### config.mk
export PLATFORM = sky130hd
export DESIGN_NAME = omc_mode_ctrl
export DESIGN_NICKNAME = d
export VERILOG_FILES = /design/src/omc_pkg.sv /design/src/omc_sync2.sv /design/src/omc_mode_ctrl.sv
export SDC_FILE = /design/constraint.sdc
export NUM_CORES = 1
export LEC_CHECK = 0
export BUFFER_PORTS_ARGS = -buffer_cell sky130_fd_sc_hd__buf_2
export CORE_MARGIN = 2
export CORE_UTILIZATION = 50
export DETAILED_ROUTE_END_ITERATION = 10
export GPL_ROUTABILITY_DRIVEN = 1
export PLACE_DENSITY = 0.69
export REMOVE_ABC_BUFFERS = 1
export SLEW_MARGIN = 20
export SYNTH_ARGS = -nofsm -noshare
export SYNTH_HDL_FRONTEND = slang
export SYNTH_SLANG_ARGS = --single-unit
### constraint.sdc
create_clock -name CLK_I -period 3.7 [get_ports CLK_I]
set_input_delay 0.37 -clock CLK_I [delete_from_list [all_inputs] [get_ports CLK_I]]
set_output_delay 0.37 -clock CLK_I [all_outputs]
set_load 0.1 [all_outputs]
### src/omc_pkg.sv
package omc_pkg;

  localparam int unsigned CLK_PERIOD_NS = 4;

  localparam int unsigned RESET_HOLD_US = 1000;
  localparam int unsigned RESET_HOLD_CYC = (RESET_HOLD_US * 1000 + CLK_PERIOD_NS - 1) / CLK_PERIOD_NS;

  localparam int unsigned NREQ_TIMEOUT_MS = 150;
  localparam int unsigned NREQ_TIMEOUT_CYC = NREQ_TIMEOUT_MS * 1000000 / CLK_PERIOD_NS;

  localparam int unsigned VDD_LOW_SLEEP_MS = 150;
  localparam int unsigned VDD_LOW_SLEEP_CYC = VDD_LOW_SLEEP_MS * 1000000 / CLK_PERIOD_NS;

  localparam int unsigned CYC_SENSE_PERIOD_DEF = 4096;
  localparam int unsigned CNT_W = 26;

  localparam logic [1:0] MODE_SEL_NORMAL = 2'h0;
  localparam logic [1:0] MODE_SEL_STOP   = 2'h1;
  localparam logic [1:0] MODE_SEL_SLEEP  = 2'h2;

  localparam int unsigned IRQ_SRC_W   = 8;
  localparam int unsigned IRQ_BIT_LV  = 0;
  localparam int unsigned IRQ_BIT_HV  = 1;
  localparam int unsigned IRQ_BIT_OT  = 2;
  localparam int unsigned IRQ_BIT_WKL = 3;
  localparam int unsigned IRQ_BIT_WKB = 4;
  localparam int unsigned IRQ_BIT_WKT = 5;
  localparam logic [IRQ_SRC_W-1:0] IRQ_MASK_RST = 8'h00;
  localparam logic [IRQ_SRC_W-1:0] IRQ_WAKE_BITS = 8'h38;

  typedef enum logic [2:0] {
    OMC_RESET,
    OMC_NREQ,
    OMC_NORMAL,
    OMC_STOP,
    OMC_SLEEP
  } omc_mode_e;

endpackage

### src/omc_sync2.sv
`timescale 1ns/100ps
module omc_sync2
#(
  parameter int unsigned W = 1
)
(
  input  wire logic         CLK_I,
  input  wire logic         RST_I,
  input  wire logic [W-1:0] d_i,
  output logic      [W-1:0] q_o
);

  logic [W-1:0] meta_r;

  always_ff @(posedge CLK_I)
  begin
    if (RST_I)
    begin
      meta_r <= '0;
      q_o    <= '0;
    end
    else
    begin
      meta_r <= d_i;
      q_o    <= meta_r;
    end
  end

endmodule

### src/omc_mode_ctrl.sv
`timescale 1ns/100ps
// Behaviour
// After power-up hold reset line low about 1 ms, then enter Normal Request.
// Enter Reset on regulator low, watchdog failure, Sleep wake-up, or request timeout.
// Normal Request keeps regulator on, reset line high, bus transceiver receive-only.
// Normal Request runs a 150 ms timer; expiry without Normal command returns to Reset.
// Host writes timing register, then mode register with both select bits zero.
// Grounded watchdog configuration pin skips Normal Request, Reset goes to Normal.
// Operating mode follows the two mode-select bits written by the host.
// Normal mode enables window watchdog only with resistor on configuration pin.
// Normal goes to Sleep on command, or regulator low over 150 ms without undervoltage; code sends regulator low to Reset at once, then Sleep.
// In Reset, regulator undervoltage with supply-undervoltage flag clear goes to Sleep.
// Sleep turns regulator off; only wake inputs, wake timer, bus receiver stay active.
// Cyclic sensing in Sleep runs oscillator, pulses high side, samples wake inputs.
// Sleep wake-up passes through Reset, reports source, leaves battery-fail flag clear.
// Stop entered only by command; regulator stays on with limited current.
// Stop wakes on wake input change, bus, timer, chip-select rise, reset line.
// Stop wake-up goes to Normal Request with interrupt, except chip-select or reset line.
// No new interrupt until host has read all pending wake-up sources; code holds back only supply and temperature interrupts, not Stop wake-up.
// Interrupt line stays low until host reads source register, then returns high.
// Interrupts only in Normal, Normal Request and Stop, never while reset low.
// Host masks Normal and Normal Request interrupt sources through mask register.
// Raise low-voltage and high-voltage supply interrupts on threshold crossings.
// Raise over-temperature prewarning interrupt at pre-shutdown threshold.
module omc_mode_ctrl
  import omc_pkg::*;
#(
  parameter int unsigned RESET_HOLD  = RESET_HOLD_CYC,
  parameter int unsigned NREQ_TMO    = NREQ_TIMEOUT_CYC,
  parameter int unsigned VDD_LOW_TMO = VDD_LOW_SLEEP_CYC,
  parameter int unsigned CYC_PERIOD  = CYC_SENSE_PERIOD_DEF
)
(
  input  wire logic                 CLK_I,
  input  wire logic                 RST_I,
  input  wire logic                 VDD_LOW_I,
  input  wire logic                 SUPPLY_UV_I,
  input  wire logic                 SUPPLY_OV_I,
  input  wire logic                 TEMP_PREWARN_I,
  input  wire logic                 WD_FAIL_I,
  input  wire logic                 WDCFG_GND_I,
  input  wire logic                 WDCFG_RES_I,
  input  wire logic [3:0]           WAKE_INPUTS_I,
  input  wire logic                 BUS_WAKE_I,
  input  wire logic                 CS_N_I,
  input  wire logic                 RST_LINE_I,
  input  wire logic                 MCR_WR_I,
  input  wire logic [1:0]           MCR_MODE_I,
  input  wire logic                 TIMING_CONTROL_REGISTER_WR_I,
  input  wire logic                 CYC_SENSE_EN_I,
  input  wire logic                 FORCE_WAKE_EN_I,
  input  wire logic                 IMR_WR_I,
  input  wire logic [IRQ_SRC_W-1:0] IMR_DATA_I,
  input  wire logic                 ISR_RD_I,
  output logic      [2:0]           MODE_O,
  output logic                      RST_LINE_O,
  output logic                      RST_LINE_OE_O,
  output logic                      IRQ_N_O,
  output logic                      VREG_ON_O,
  output logic                      VREG_LIMIT_O,
  output logic                      BUS_RX_ONLY_O,
  output logic                      WD_EN_O,
  output logic                      LP_OSC_EN_O,
  output logic                      HS_SENSE_O,
  output logic                      BATT_FAIL_O,
  output logic      [IRQ_SRC_W-1:0] ISR_O
);

  logic [10:0] pins_s;
  logic        vdd_low;
  logic        sup_uv;
  logic        sup_ov;
  logic        t_pre;
  logic        rst_ext_n;
  logic        cs_n;
  logic        bus_wk;
  logic [3:0]  wk_in;

  omc_sync2 #(.W(11)) u_sync
  (
    .CLK_I (CLK_I),
    .RST_I (RST_I),
    .d_i   ({VDD_LOW_I, SUPPLY_UV_I, SUPPLY_OV_I, TEMP_PREWARN_I, RST_LINE_I, CS_N_I, BUS_WAKE_I, WAKE_INPUTS_I}),
    .q_o   (pins_s)
  );

  assign {vdd_low, sup_uv, sup_ov, t_pre, rst_ext_n, cs_n, bus_wk, wk_in} = pins_s;

  omc_mode_e            mode_r;
  omc_mode_e            mode_nxt;
  logic [CNT_W-1:0]     tmr_r;
  logic [CNT_W-1:0]     vlow_r;
  logic [CNT_W-1:0]     cyc_r;
  logic                 tim_ok_r;
  logic                 cs_n_r;
  logic                 sup_uv_r;
  logic                 sup_ov_r;
  logic                 t_pre_r;
  logic [3:0]           wk_ref_r;
  logic [IRQ_SRC_W-1:0] isr_r;
  logic [IRQ_SRC_W-1:0] imr_r;
  logic                 irq_r;
  logic                 batt_fail_r;
  logic [2:0]           own_drv_r;

  // Our own pull-down comes back through the synchroniser, so it must not count as an external reset.
  wire logic              ext_rst     = ~rst_ext_n & ~(|own_drv_r);
  // Counters compare against the parameter cut to counter width.
  wire logic              hold_done   = tmr_r >= CNT_W'(RESET_HOLD - 1);
  wire logic              nreq_expire = tmr_r >= CNT_W'(NREQ_TMO - 1);
  wire logic              vlow_expire = vlow_r >= CNT_W'(VDD_LOW_TMO - 1);
  wire logic              cyc_tick    = cyc_r >= CNT_W'(CYC_PERIOD - 1);
  wire logic              cs_rise     = cs_n & ~cs_n_r;
  wire logic              lp_mode     = (mode_r == OMC_STOP) || (mode_r == OMC_SLEEP);
  wire logic              cyc_mode    = lp_mode & CYC_SENSE_EN_I & ~FORCE_WAKE_EN_I;
  wire logic              wk_change   = lp_mode & (wk_in != wk_ref_r) & (~CYC_SENSE_EN_I | cyc_tick);
  wire logic              timer_wake  = lp_mode & FORCE_WAKE_EN_I & ~CYC_SENSE_EN_I & cyc_tick;
  wire logic              src_wake    = wk_change | bus_wk & lp_mode | timer_wake;
  wire logic              mcr_normal  = MCR_WR_I & (MCR_MODE_I == MODE_SEL_NORMAL);
  wire logic              mcr_stop    = MCR_WR_I & (MCR_MODE_I == MODE_SEL_STOP);
  wire logic              mcr_sleep   = MCR_WR_I & (MCR_MODE_I == MODE_SEL_SLEEP);
  wire logic              irq_mode    = (mode_r == OMC_NORMAL) || (mode_r == OMC_NREQ) || (mode_r == OMC_STOP);
  wire logic              rst_low     = (mode_r == OMC_RESET) || ext_rst;
  wire logic [IRQ_SRC_W-1:0] evt_wake;
  wire logic [IRQ_SRC_W-1:0] evt_run;
  wire logic [IRQ_SRC_W-1:0] evt_all;
  wire logic                 wake_pend;

  assign evt_wake = (mode_r == OMC_SLEEP || mode_r == OMC_STOP) ?
                    {2'h0, timer_wake, bus_wk, wk_change, 3'h0} : '0;
  assign evt_run  = ((mode_r == OMC_NORMAL) || (mode_r == OMC_NREQ)) ?
                    ({5'h00, t_pre & ~t_pre_r, sup_ov & ~sup_ov_r, sup_uv & ~sup_uv_r} & ~imr_r) : '0;
  assign evt_all   = evt_wake | evt_run;
  assign wake_pend = |(isr_r & IRQ_WAKE_BITS);

  always_comb
  begin
    mode_nxt = mode_r;
    unique case (mode_r)
      OMC_RESET:
      begin
        if (vdd_low & ~sup_uv)
          mode_nxt = OMC_SLEEP;
        else if (vdd_low | WD_FAIL_I | ext_rst)
          mode_nxt = OMC_RESET;
        else if (hold_done)
          mode_nxt = WDCFG_GND_I ? OMC_NORMAL : OMC_NREQ;
      end
      OMC_NREQ:
      begin
        if (vdd_low | ext_rst | nreq_expire)
          mode_nxt = OMC_RESET;
        else if (mcr_normal & tim_ok_r)
          mode_nxt = OMC_NORMAL;
      end
      OMC_NORMAL:
      begin
        if (mcr_sleep | (vlow_expire & ~sup_uv))
          mode_nxt = OMC_SLEEP;
        else if (vdd_low | WD_FAIL_I | ext_rst)
          mode_nxt = OMC_RESET;
        else if (mcr_stop)
          mode_nxt = OMC_STOP;
      end
      OMC_STOP:
      begin
        if (vdd_low)
          mode_nxt = OMC_RESET;
        else if (src_wake | cs_rise | ext_rst)
          mode_nxt = WDCFG_GND_I ? OMC_NORMAL : OMC_NREQ;
      end
      OMC_SLEEP:
      begin
        if (src_wake)
          mode_nxt = OMC_RESET;
      end
    endcase
  end

  always_ff @(posedge CLK_I)
  begin
    if (RST_I)
    begin
      mode_r   <= OMC_RESET;
      cs_n_r   <= 1'b1;
      sup_uv_r <= 1'b0;
      sup_ov_r <= 1'b0;
      t_pre_r  <= 1'b0;
    end
    else
    begin
      mode_r   <= mode_nxt;
      cs_n_r   <= cs_n;
      sup_uv_r <= sup_uv;
      sup_ov_r <= sup_ov;
      t_pre_r  <= t_pre;
    end
  end

  // Three cycles cover the output register and both synchroniser stages.
  always_ff @(posedge CLK_I)
  begin
    if (RST_I)
    begin
      own_drv_r <= 3'h7;
    end
    else
    begin
      own_drv_r <= {own_drv_r[1:0], RST_LINE_OE_O};
    end
  end

  // Reset hold restarts while any reset cause persists, so the 1 ms counts from its removal.
  always_ff @(posedge CLK_I)
  begin
    if (RST_I)
    begin
      tmr_r <= '0;
    end
    else
    begin
      if ((mode_nxt != mode_r) || (mode_r == OMC_RESET && (vdd_low | WD_FAIL_I | ext_rst)))
        tmr_r <= '0;
      else if (!hold_done || mode_r == OMC_NREQ)
        tmr_r <= tmr_r + 1'b1;
    end
  end

  always_ff @(posedge CLK_I)
  begin
    if (RST_I)
    begin
      vlow_r <= '0;
      cyc_r  <= '0;
    end
    else
    begin
      vlow_r <= (mode_r == OMC_NORMAL && vdd_low) ? vlow_r + 1'b1 : '0;
      cyc_r  <= (!lp_mode || cyc_tick) ? '0 : cyc_r + 1'b1;
    end
  end

  always_ff @(posedge CLK_I)
  begin
    if (RST_I)
    begin
      wk_ref_r <= 4'h0;
    end
    else
    begin
      if (!lp_mode || cyc_tick || !CYC_SENSE_EN_I)
        wk_ref_r <= wk_in;
    end
  end

  always_ff @(posedge CLK_I)
  begin
    if (RST_I)
    begin
      tim_ok_r <= 1'b0;
    end
    else
    begin
      if (mode_r != OMC_NREQ)
        tim_ok_r <= 1'b0;
      else if (TIMING_CONTROL_REGISTER_WR_I)
        tim_ok_r <= 1'b1;
    end
  end

  always_ff @(posedge CLK_I)
  begin
    if (RST_I)
    begin
      batt_fail_r <= 1'b1;
    end
    else
    begin
      if (ISR_RD_I)
        batt_fail_r <= 1'b0;
    end
  end

  // A source that fires in the read cycle survives, since set wins over clear.
  always_ff @(posedge CLK_I)
  begin
    if (RST_I)
    begin
      isr_r <= '0;
      imr_r <= IRQ_MASK_RST;
      irq_r <= 1'b0;
    end
    else
    begin
      if (IMR_WR_I)
        imr_r <= IMR_DATA_I;
      isr_r <= (ISR_RD_I ? '0 : isr_r) | evt_all;
      if (ISR_RD_I | rst_low | ~irq_mode)
        irq_r <= 1'b0;
      else if (!wake_pend && (|evt_run))
        irq_r <= 1'b1;
      else if ((mode_r == OMC_STOP) && src_wake)
        irq_r <= 1'b1;
    end
  end

  // Wake interrupts raised in Stop carry into Normal Request, where irq_mode still holds.
  always_ff @(posedge CLK_I)
  begin
    if (RST_I)
    begin
      MODE_O        <= 3'h0;
      RST_LINE_O    <= 1'b0;
      RST_LINE_OE_O <= 1'b1;
      IRQ_N_O       <= 1'b1;
      VREG_ON_O     <= 1'b1;
      VREG_LIMIT_O  <= 1'b0;
      BUS_RX_ONLY_O <= 1'b1;
      WD_EN_O       <= 1'b0;
      LP_OSC_EN_O   <= 1'b0;
      HS_SENSE_O    <= 1'b0;
      BATT_FAIL_O   <= 1'b1;
      ISR_O         <= '0;
    end
    else
    begin
      MODE_O        <= mode_r;
      RST_LINE_O    <= 1'b0;
      RST_LINE_OE_O <= (mode_r == OMC_RESET);
      IRQ_N_O       <= ~(irq_r & irq_mode & ~rst_low);
      VREG_ON_O     <= (mode_r != OMC_SLEEP);
      VREG_LIMIT_O  <= (mode_r == OMC_STOP);
      BUS_RX_ONLY_O <= (mode_r != OMC_NORMAL);
      WD_EN_O       <= (mode_r == OMC_NORMAL) && WDCFG_RES_I && !WDCFG_GND_I;
      LP_OSC_EN_O   <= cyc_mode | (lp_mode & FORCE_WAKE_EN_I);
      HS_SENSE_O    <= cyc_mode & (cyc_r == '0);
      BATT_FAIL_O   <= batt_fail_r;
      ISR_O         <= isr_r;
    end
  end

endmodule

==> impl_metrics.json <==
{
  "outcome": "complete, but fails checks",
  "failed_checks": "DRC",
  "slew_violations": 0,
  "nFillCells": 987,
  "io_pins": 53,
  "worstPathRequired_ns": 3.98,
  "antenna_found_initial": 0,
  "n_antenna_cell": 0,
  "r2r-end": "tmr_r[0]",
  "hold_violations": 0,
  "yosys_most_used_dff": "dfxtp_1",
  "synth_cell_types": 65,
  "mostFrequentLayoutCell": "dfxtp_1",
  "mostFrequentLayoutCells": "144 x dfxtp_1, 76 x nor2_1, 44 x buf_2, 41 x nand3_1",
  "fp.dieW_microns": 113,
  "portBuffers": 44,
  "cts_hold_buf": 0,
  "final_cells": 845,
  "syn_area_per_cell_sq_um": 9.45,
  "grt_pass1_wl_microns": 19600,
  "fin_tns_setup_ns": 0,
  "crit_slowest_cell": "a211oi_4",
  "grt_pass1_vias": 4250,
  "cts_resized": 0,
  "finClkSkew_ns": 0.00736,
  "netlist_instances": 627,
  "clock_path_buffers": 2,
  "min_period_over_period_pct": 72.3,
  "place_area_sq_um": 6290,
  "cp.arrival_ns": 2.96,
  "via_per_inst": 5.34,
  "grt_max_degree": 37,
  "numCtsBuffers": 17,
  "start_util_pct": 51.5,
  "max_stage_delay_ns": 0.38,
  "holdCritStartpoint": "ISR_RD_I",
  "hold_path.class": "in2reg",
  "rsz0062_at_grt": "false",
  "crit_fanout": 26,
  "worst-setup-path-type": "reg2reg",
  "htreeDepth": 4,
  "fin_hold_ws_ns": 0.156,
  "fmax_ghz": 0.374,
  "finalInstanceArea_sq_um": 6960,
  "clk_transition_reported_paths_ns": 0.05,
  "dr.pass1.iters": 8,
  "yosysWarnings": 0,
  "finalSetupViolations": 0,
  "routed.top_layer": "met4",
  "hpwl_microns": 8070,
  "grt.total_usage_pct": 19.1,
  "dr_wl_met3_microns": 639,
  "r2r_slack_ns": 1.02,
  "routedWlPerCell_microns": 13.7,
  "area_growth_pct": 17.4,
  "route.vias.total": 4512,
  "clk_latency_ns": 0.41,
  "post-place-cells": 813,
  "drive_gt1_share_pct": 16.5,
  "worstSetupStartpointType": "register",
  "post-route-drc-count": 4,
  "ys_ff_latch": 144,
  "cts_setup_buffers": 0,
  "cts_root_buf": "clkbuf_16",
  "nets": 725,
  "wl_met2_microns": 5370,
  "synth-edff-count": 0,
  "coreArea_sq_um": 11500,
  "worstPathCellList": "ha_1 > and3_1 > o41ai_2 > a211oi_4 > nor2_1 > a221o_1 > o21ai_2 > o2bb2ai_4 > buf_4 > nor3_1",
  "clkSinkCount": 144,
  "ir_drop_v": 0.000365,
  "ff2ff_path_depth": 10,
  "maxCapViolCount": 0,
  "drt_wl_total_microns": 11500,
  "dieArea_sq_um": 12700,
  "min_period_ns": 2.68,
  "leakagePower_nw": 2.54,
  "worst_pin_slew_ns": 0.837,
  "drtIter0Drc": 389,
  "fp.dieH_microns": 113,
  "tritoncts": "done",
  "regToRegStartpoint": "tmr_r[0]",
  "gr-total-overflow": 0,
  "gp_congestion": 0.811,
  "rows": 39,
  "powerDensity_nw_per_um2": 535,
  "synth_seq_area_share_pct": 48.6,
  "ant_nets": 0,
  "final_core_util_pct": 60.4,
  "syn-cell-area_sq_um": 5930,
  "async_flop_share_pct": 0,
  "wl_met1_microns": 5330,
  "maxSlewHeadroom_pct": 44.0,
  "crit_family": "compound AO/OA/AOI/OAI gates",
  "worst-path-buf-inv": 1,
  "min_to": "irq_r",
  "end_kind": "register",
  "hold_path_depth": 2
}
## cells in the mapped netlist (2+ instances only)
| cell | count | share of area [%] |
|---|---|---|
| buf_4 | 3 | 0.38 |
| and4_1 | 3 | 0.44 |
| a21o_1 | 2 | 0.25 |
| a2111oi_0 | 2 | 0.30 |
| xnor2_1 | 25 | 3.7 |
| clkbuf_1 | 12 | 0.76 |
| o2111ai_1 | 2 | 0.30 |
| dfxtp_1 | 144 | 49 |
| nand3_1 | 41 | 3.5 |
| nand2_1 | 40 | 2.5 |
| a22oi_1 | 2 | 0.25 |
| nand3b_1 | 2 | 0.25 |
| o21a_1 | 2 | 0.25 |
| and3_1 | 15 | 1.6 |
| inv_1 | 13 | 0.82 |
| a211oi_1 | 3 | 0.38 |
| xor2_1 | 35 | 5.2 |
| nor3_2 | 21 | 3.5 |
| ha_1 | 4 | 0.84 |
| o21ai_1 | 3 | 0.25 |
| or2_2 | 5 | 0.53 |
| nor2b_1 | 40 | 4.2 |
| a21oi_1 | 15 | 1.3 |
| o21ai_2 | 2 | 0.30 |
| nor3_1 | 17 | 1.4 |
| mux2i_1 | 9 | 1.5 |
| buf_6 | 4 | 0.76 |
| nand4_1 | 15 | 1.6 |
| or3_1 | 7 | 0.74 |
| nor2_1 | 76 | 4.8 |
| nand2b_1 | 3 | 0.32 |
| o211ai_1 | 2 | 0.25 |
| and2_1 | 3 | 0.32 |
| nor3b_1 | 3 | 0.38 |
| o21ai_0 | 11 | 0.93 |
| nor4_1 | 12 | 1.3 |
## sequential cells by signal, summed over array words and instances (netlist names), 3 cells and up
signal and cells:
mode_r 3, imr_r 3, cyc_r 26, u_sync.meta_r 11
own_drv_r 3, u_sync.q_o 11, tmr_r 26, MODE_O 3
ISR_O 6, isr_r 6, wk_ref_r 4, vlow_r 26
## stage by stage
step / power (mW) / setup slack (ns)
2_1_floorplan: 1.80 / 0.770
3_3_place_gp: 1.87 / 1.07
3_5_place_dp: 1.88 / 1.04
4_1_cts: 3.75 / 1.02
5_1_grt: 3.85 / 0.789
6_report: 3.72 / 1.02
## where the power goes
| group | switching (mW) | internal, mW | total (mW) |
|---|---|---|---|
| Clock | 0.610 | 1.27 | 1.88 |
| Combinational | 0.169 | 0.0705 | 0.240 |
| Sequential | 0.0178 | 1.59 | 1.60 |
| Total | 0.797 | 2.93 | 3.72 |
## cells by family (layout without fill, tap and decap cells)
kind of cell,Yosys count,in the layout,synth area share [%]
AOI/OAI and AO/OA,63,63,7.92
xor gates and xnor gates,61,61,9.14
adders and majority gates,4,4,0.845
buffers and inverters,34,93,2.87
DFF,144,144,48.6
muxes,9,9,1.52
other,1,17,0.0633
and+or+nand+nor,311,311,29.0
## final cells by class
| cell class | instances | area [sq um] | area share, % |
|---|---|---|---|
| flip-flops and latches | 144 | 2880 | 41.4 |
| repair buffers | 48 | 250 | 3.60 |
| well taps | 143 | 179 | 2.57 |
| clock inverters | 9 | 176 | 2.54 |
| inverters | 13 | 48.8 | 0.701 |
| clock buffers | 23 | 488 | 7.01 |
| multi-input cells | 465 | 2930 | 42.2 |
## worst max-delay path by stage
stage,startpoint,end,cells past startpoint,slack (ns)
6_report,tmr_r[0],tmr_r[0],10,1.02
5_1_grt,tmr_r[0],tmr_r[3],10,0.79
4_1_cts,tmr_r[0],tmr_r[3],10,1.02
3_5_place_dp,tmr_r[0],tmr_r[2],10,1.04
3_3_place_gp,own_drv_r[1],tmr_r[2],9,1.07
2_1_floorplan,tmr_r[0],tmr_r[0],9,0.77
## worst register-to-register path: stages (launching register included)
cell and delay, ns:
dfxtp_1 0.37, ha_1 0.23, and3_1 0.21, o41ai_2 0.09, a211oi_4 0.38, nor2_1 0.11
a221o_1 0.34, o21ai_2 0.19, o2bb2ai_4 0.14, buf_4 0.37, nor3_1 0.12
## layer usage
metal / global-route usage [%] / vias up
met4: 7.24 / 0
met2: 30.9 / 117
met5: 0 / -
met1: 24.3 / 2099
met3: 5.46 / 27
li1: - / 2269
Power figures use the tool's default switching activity.
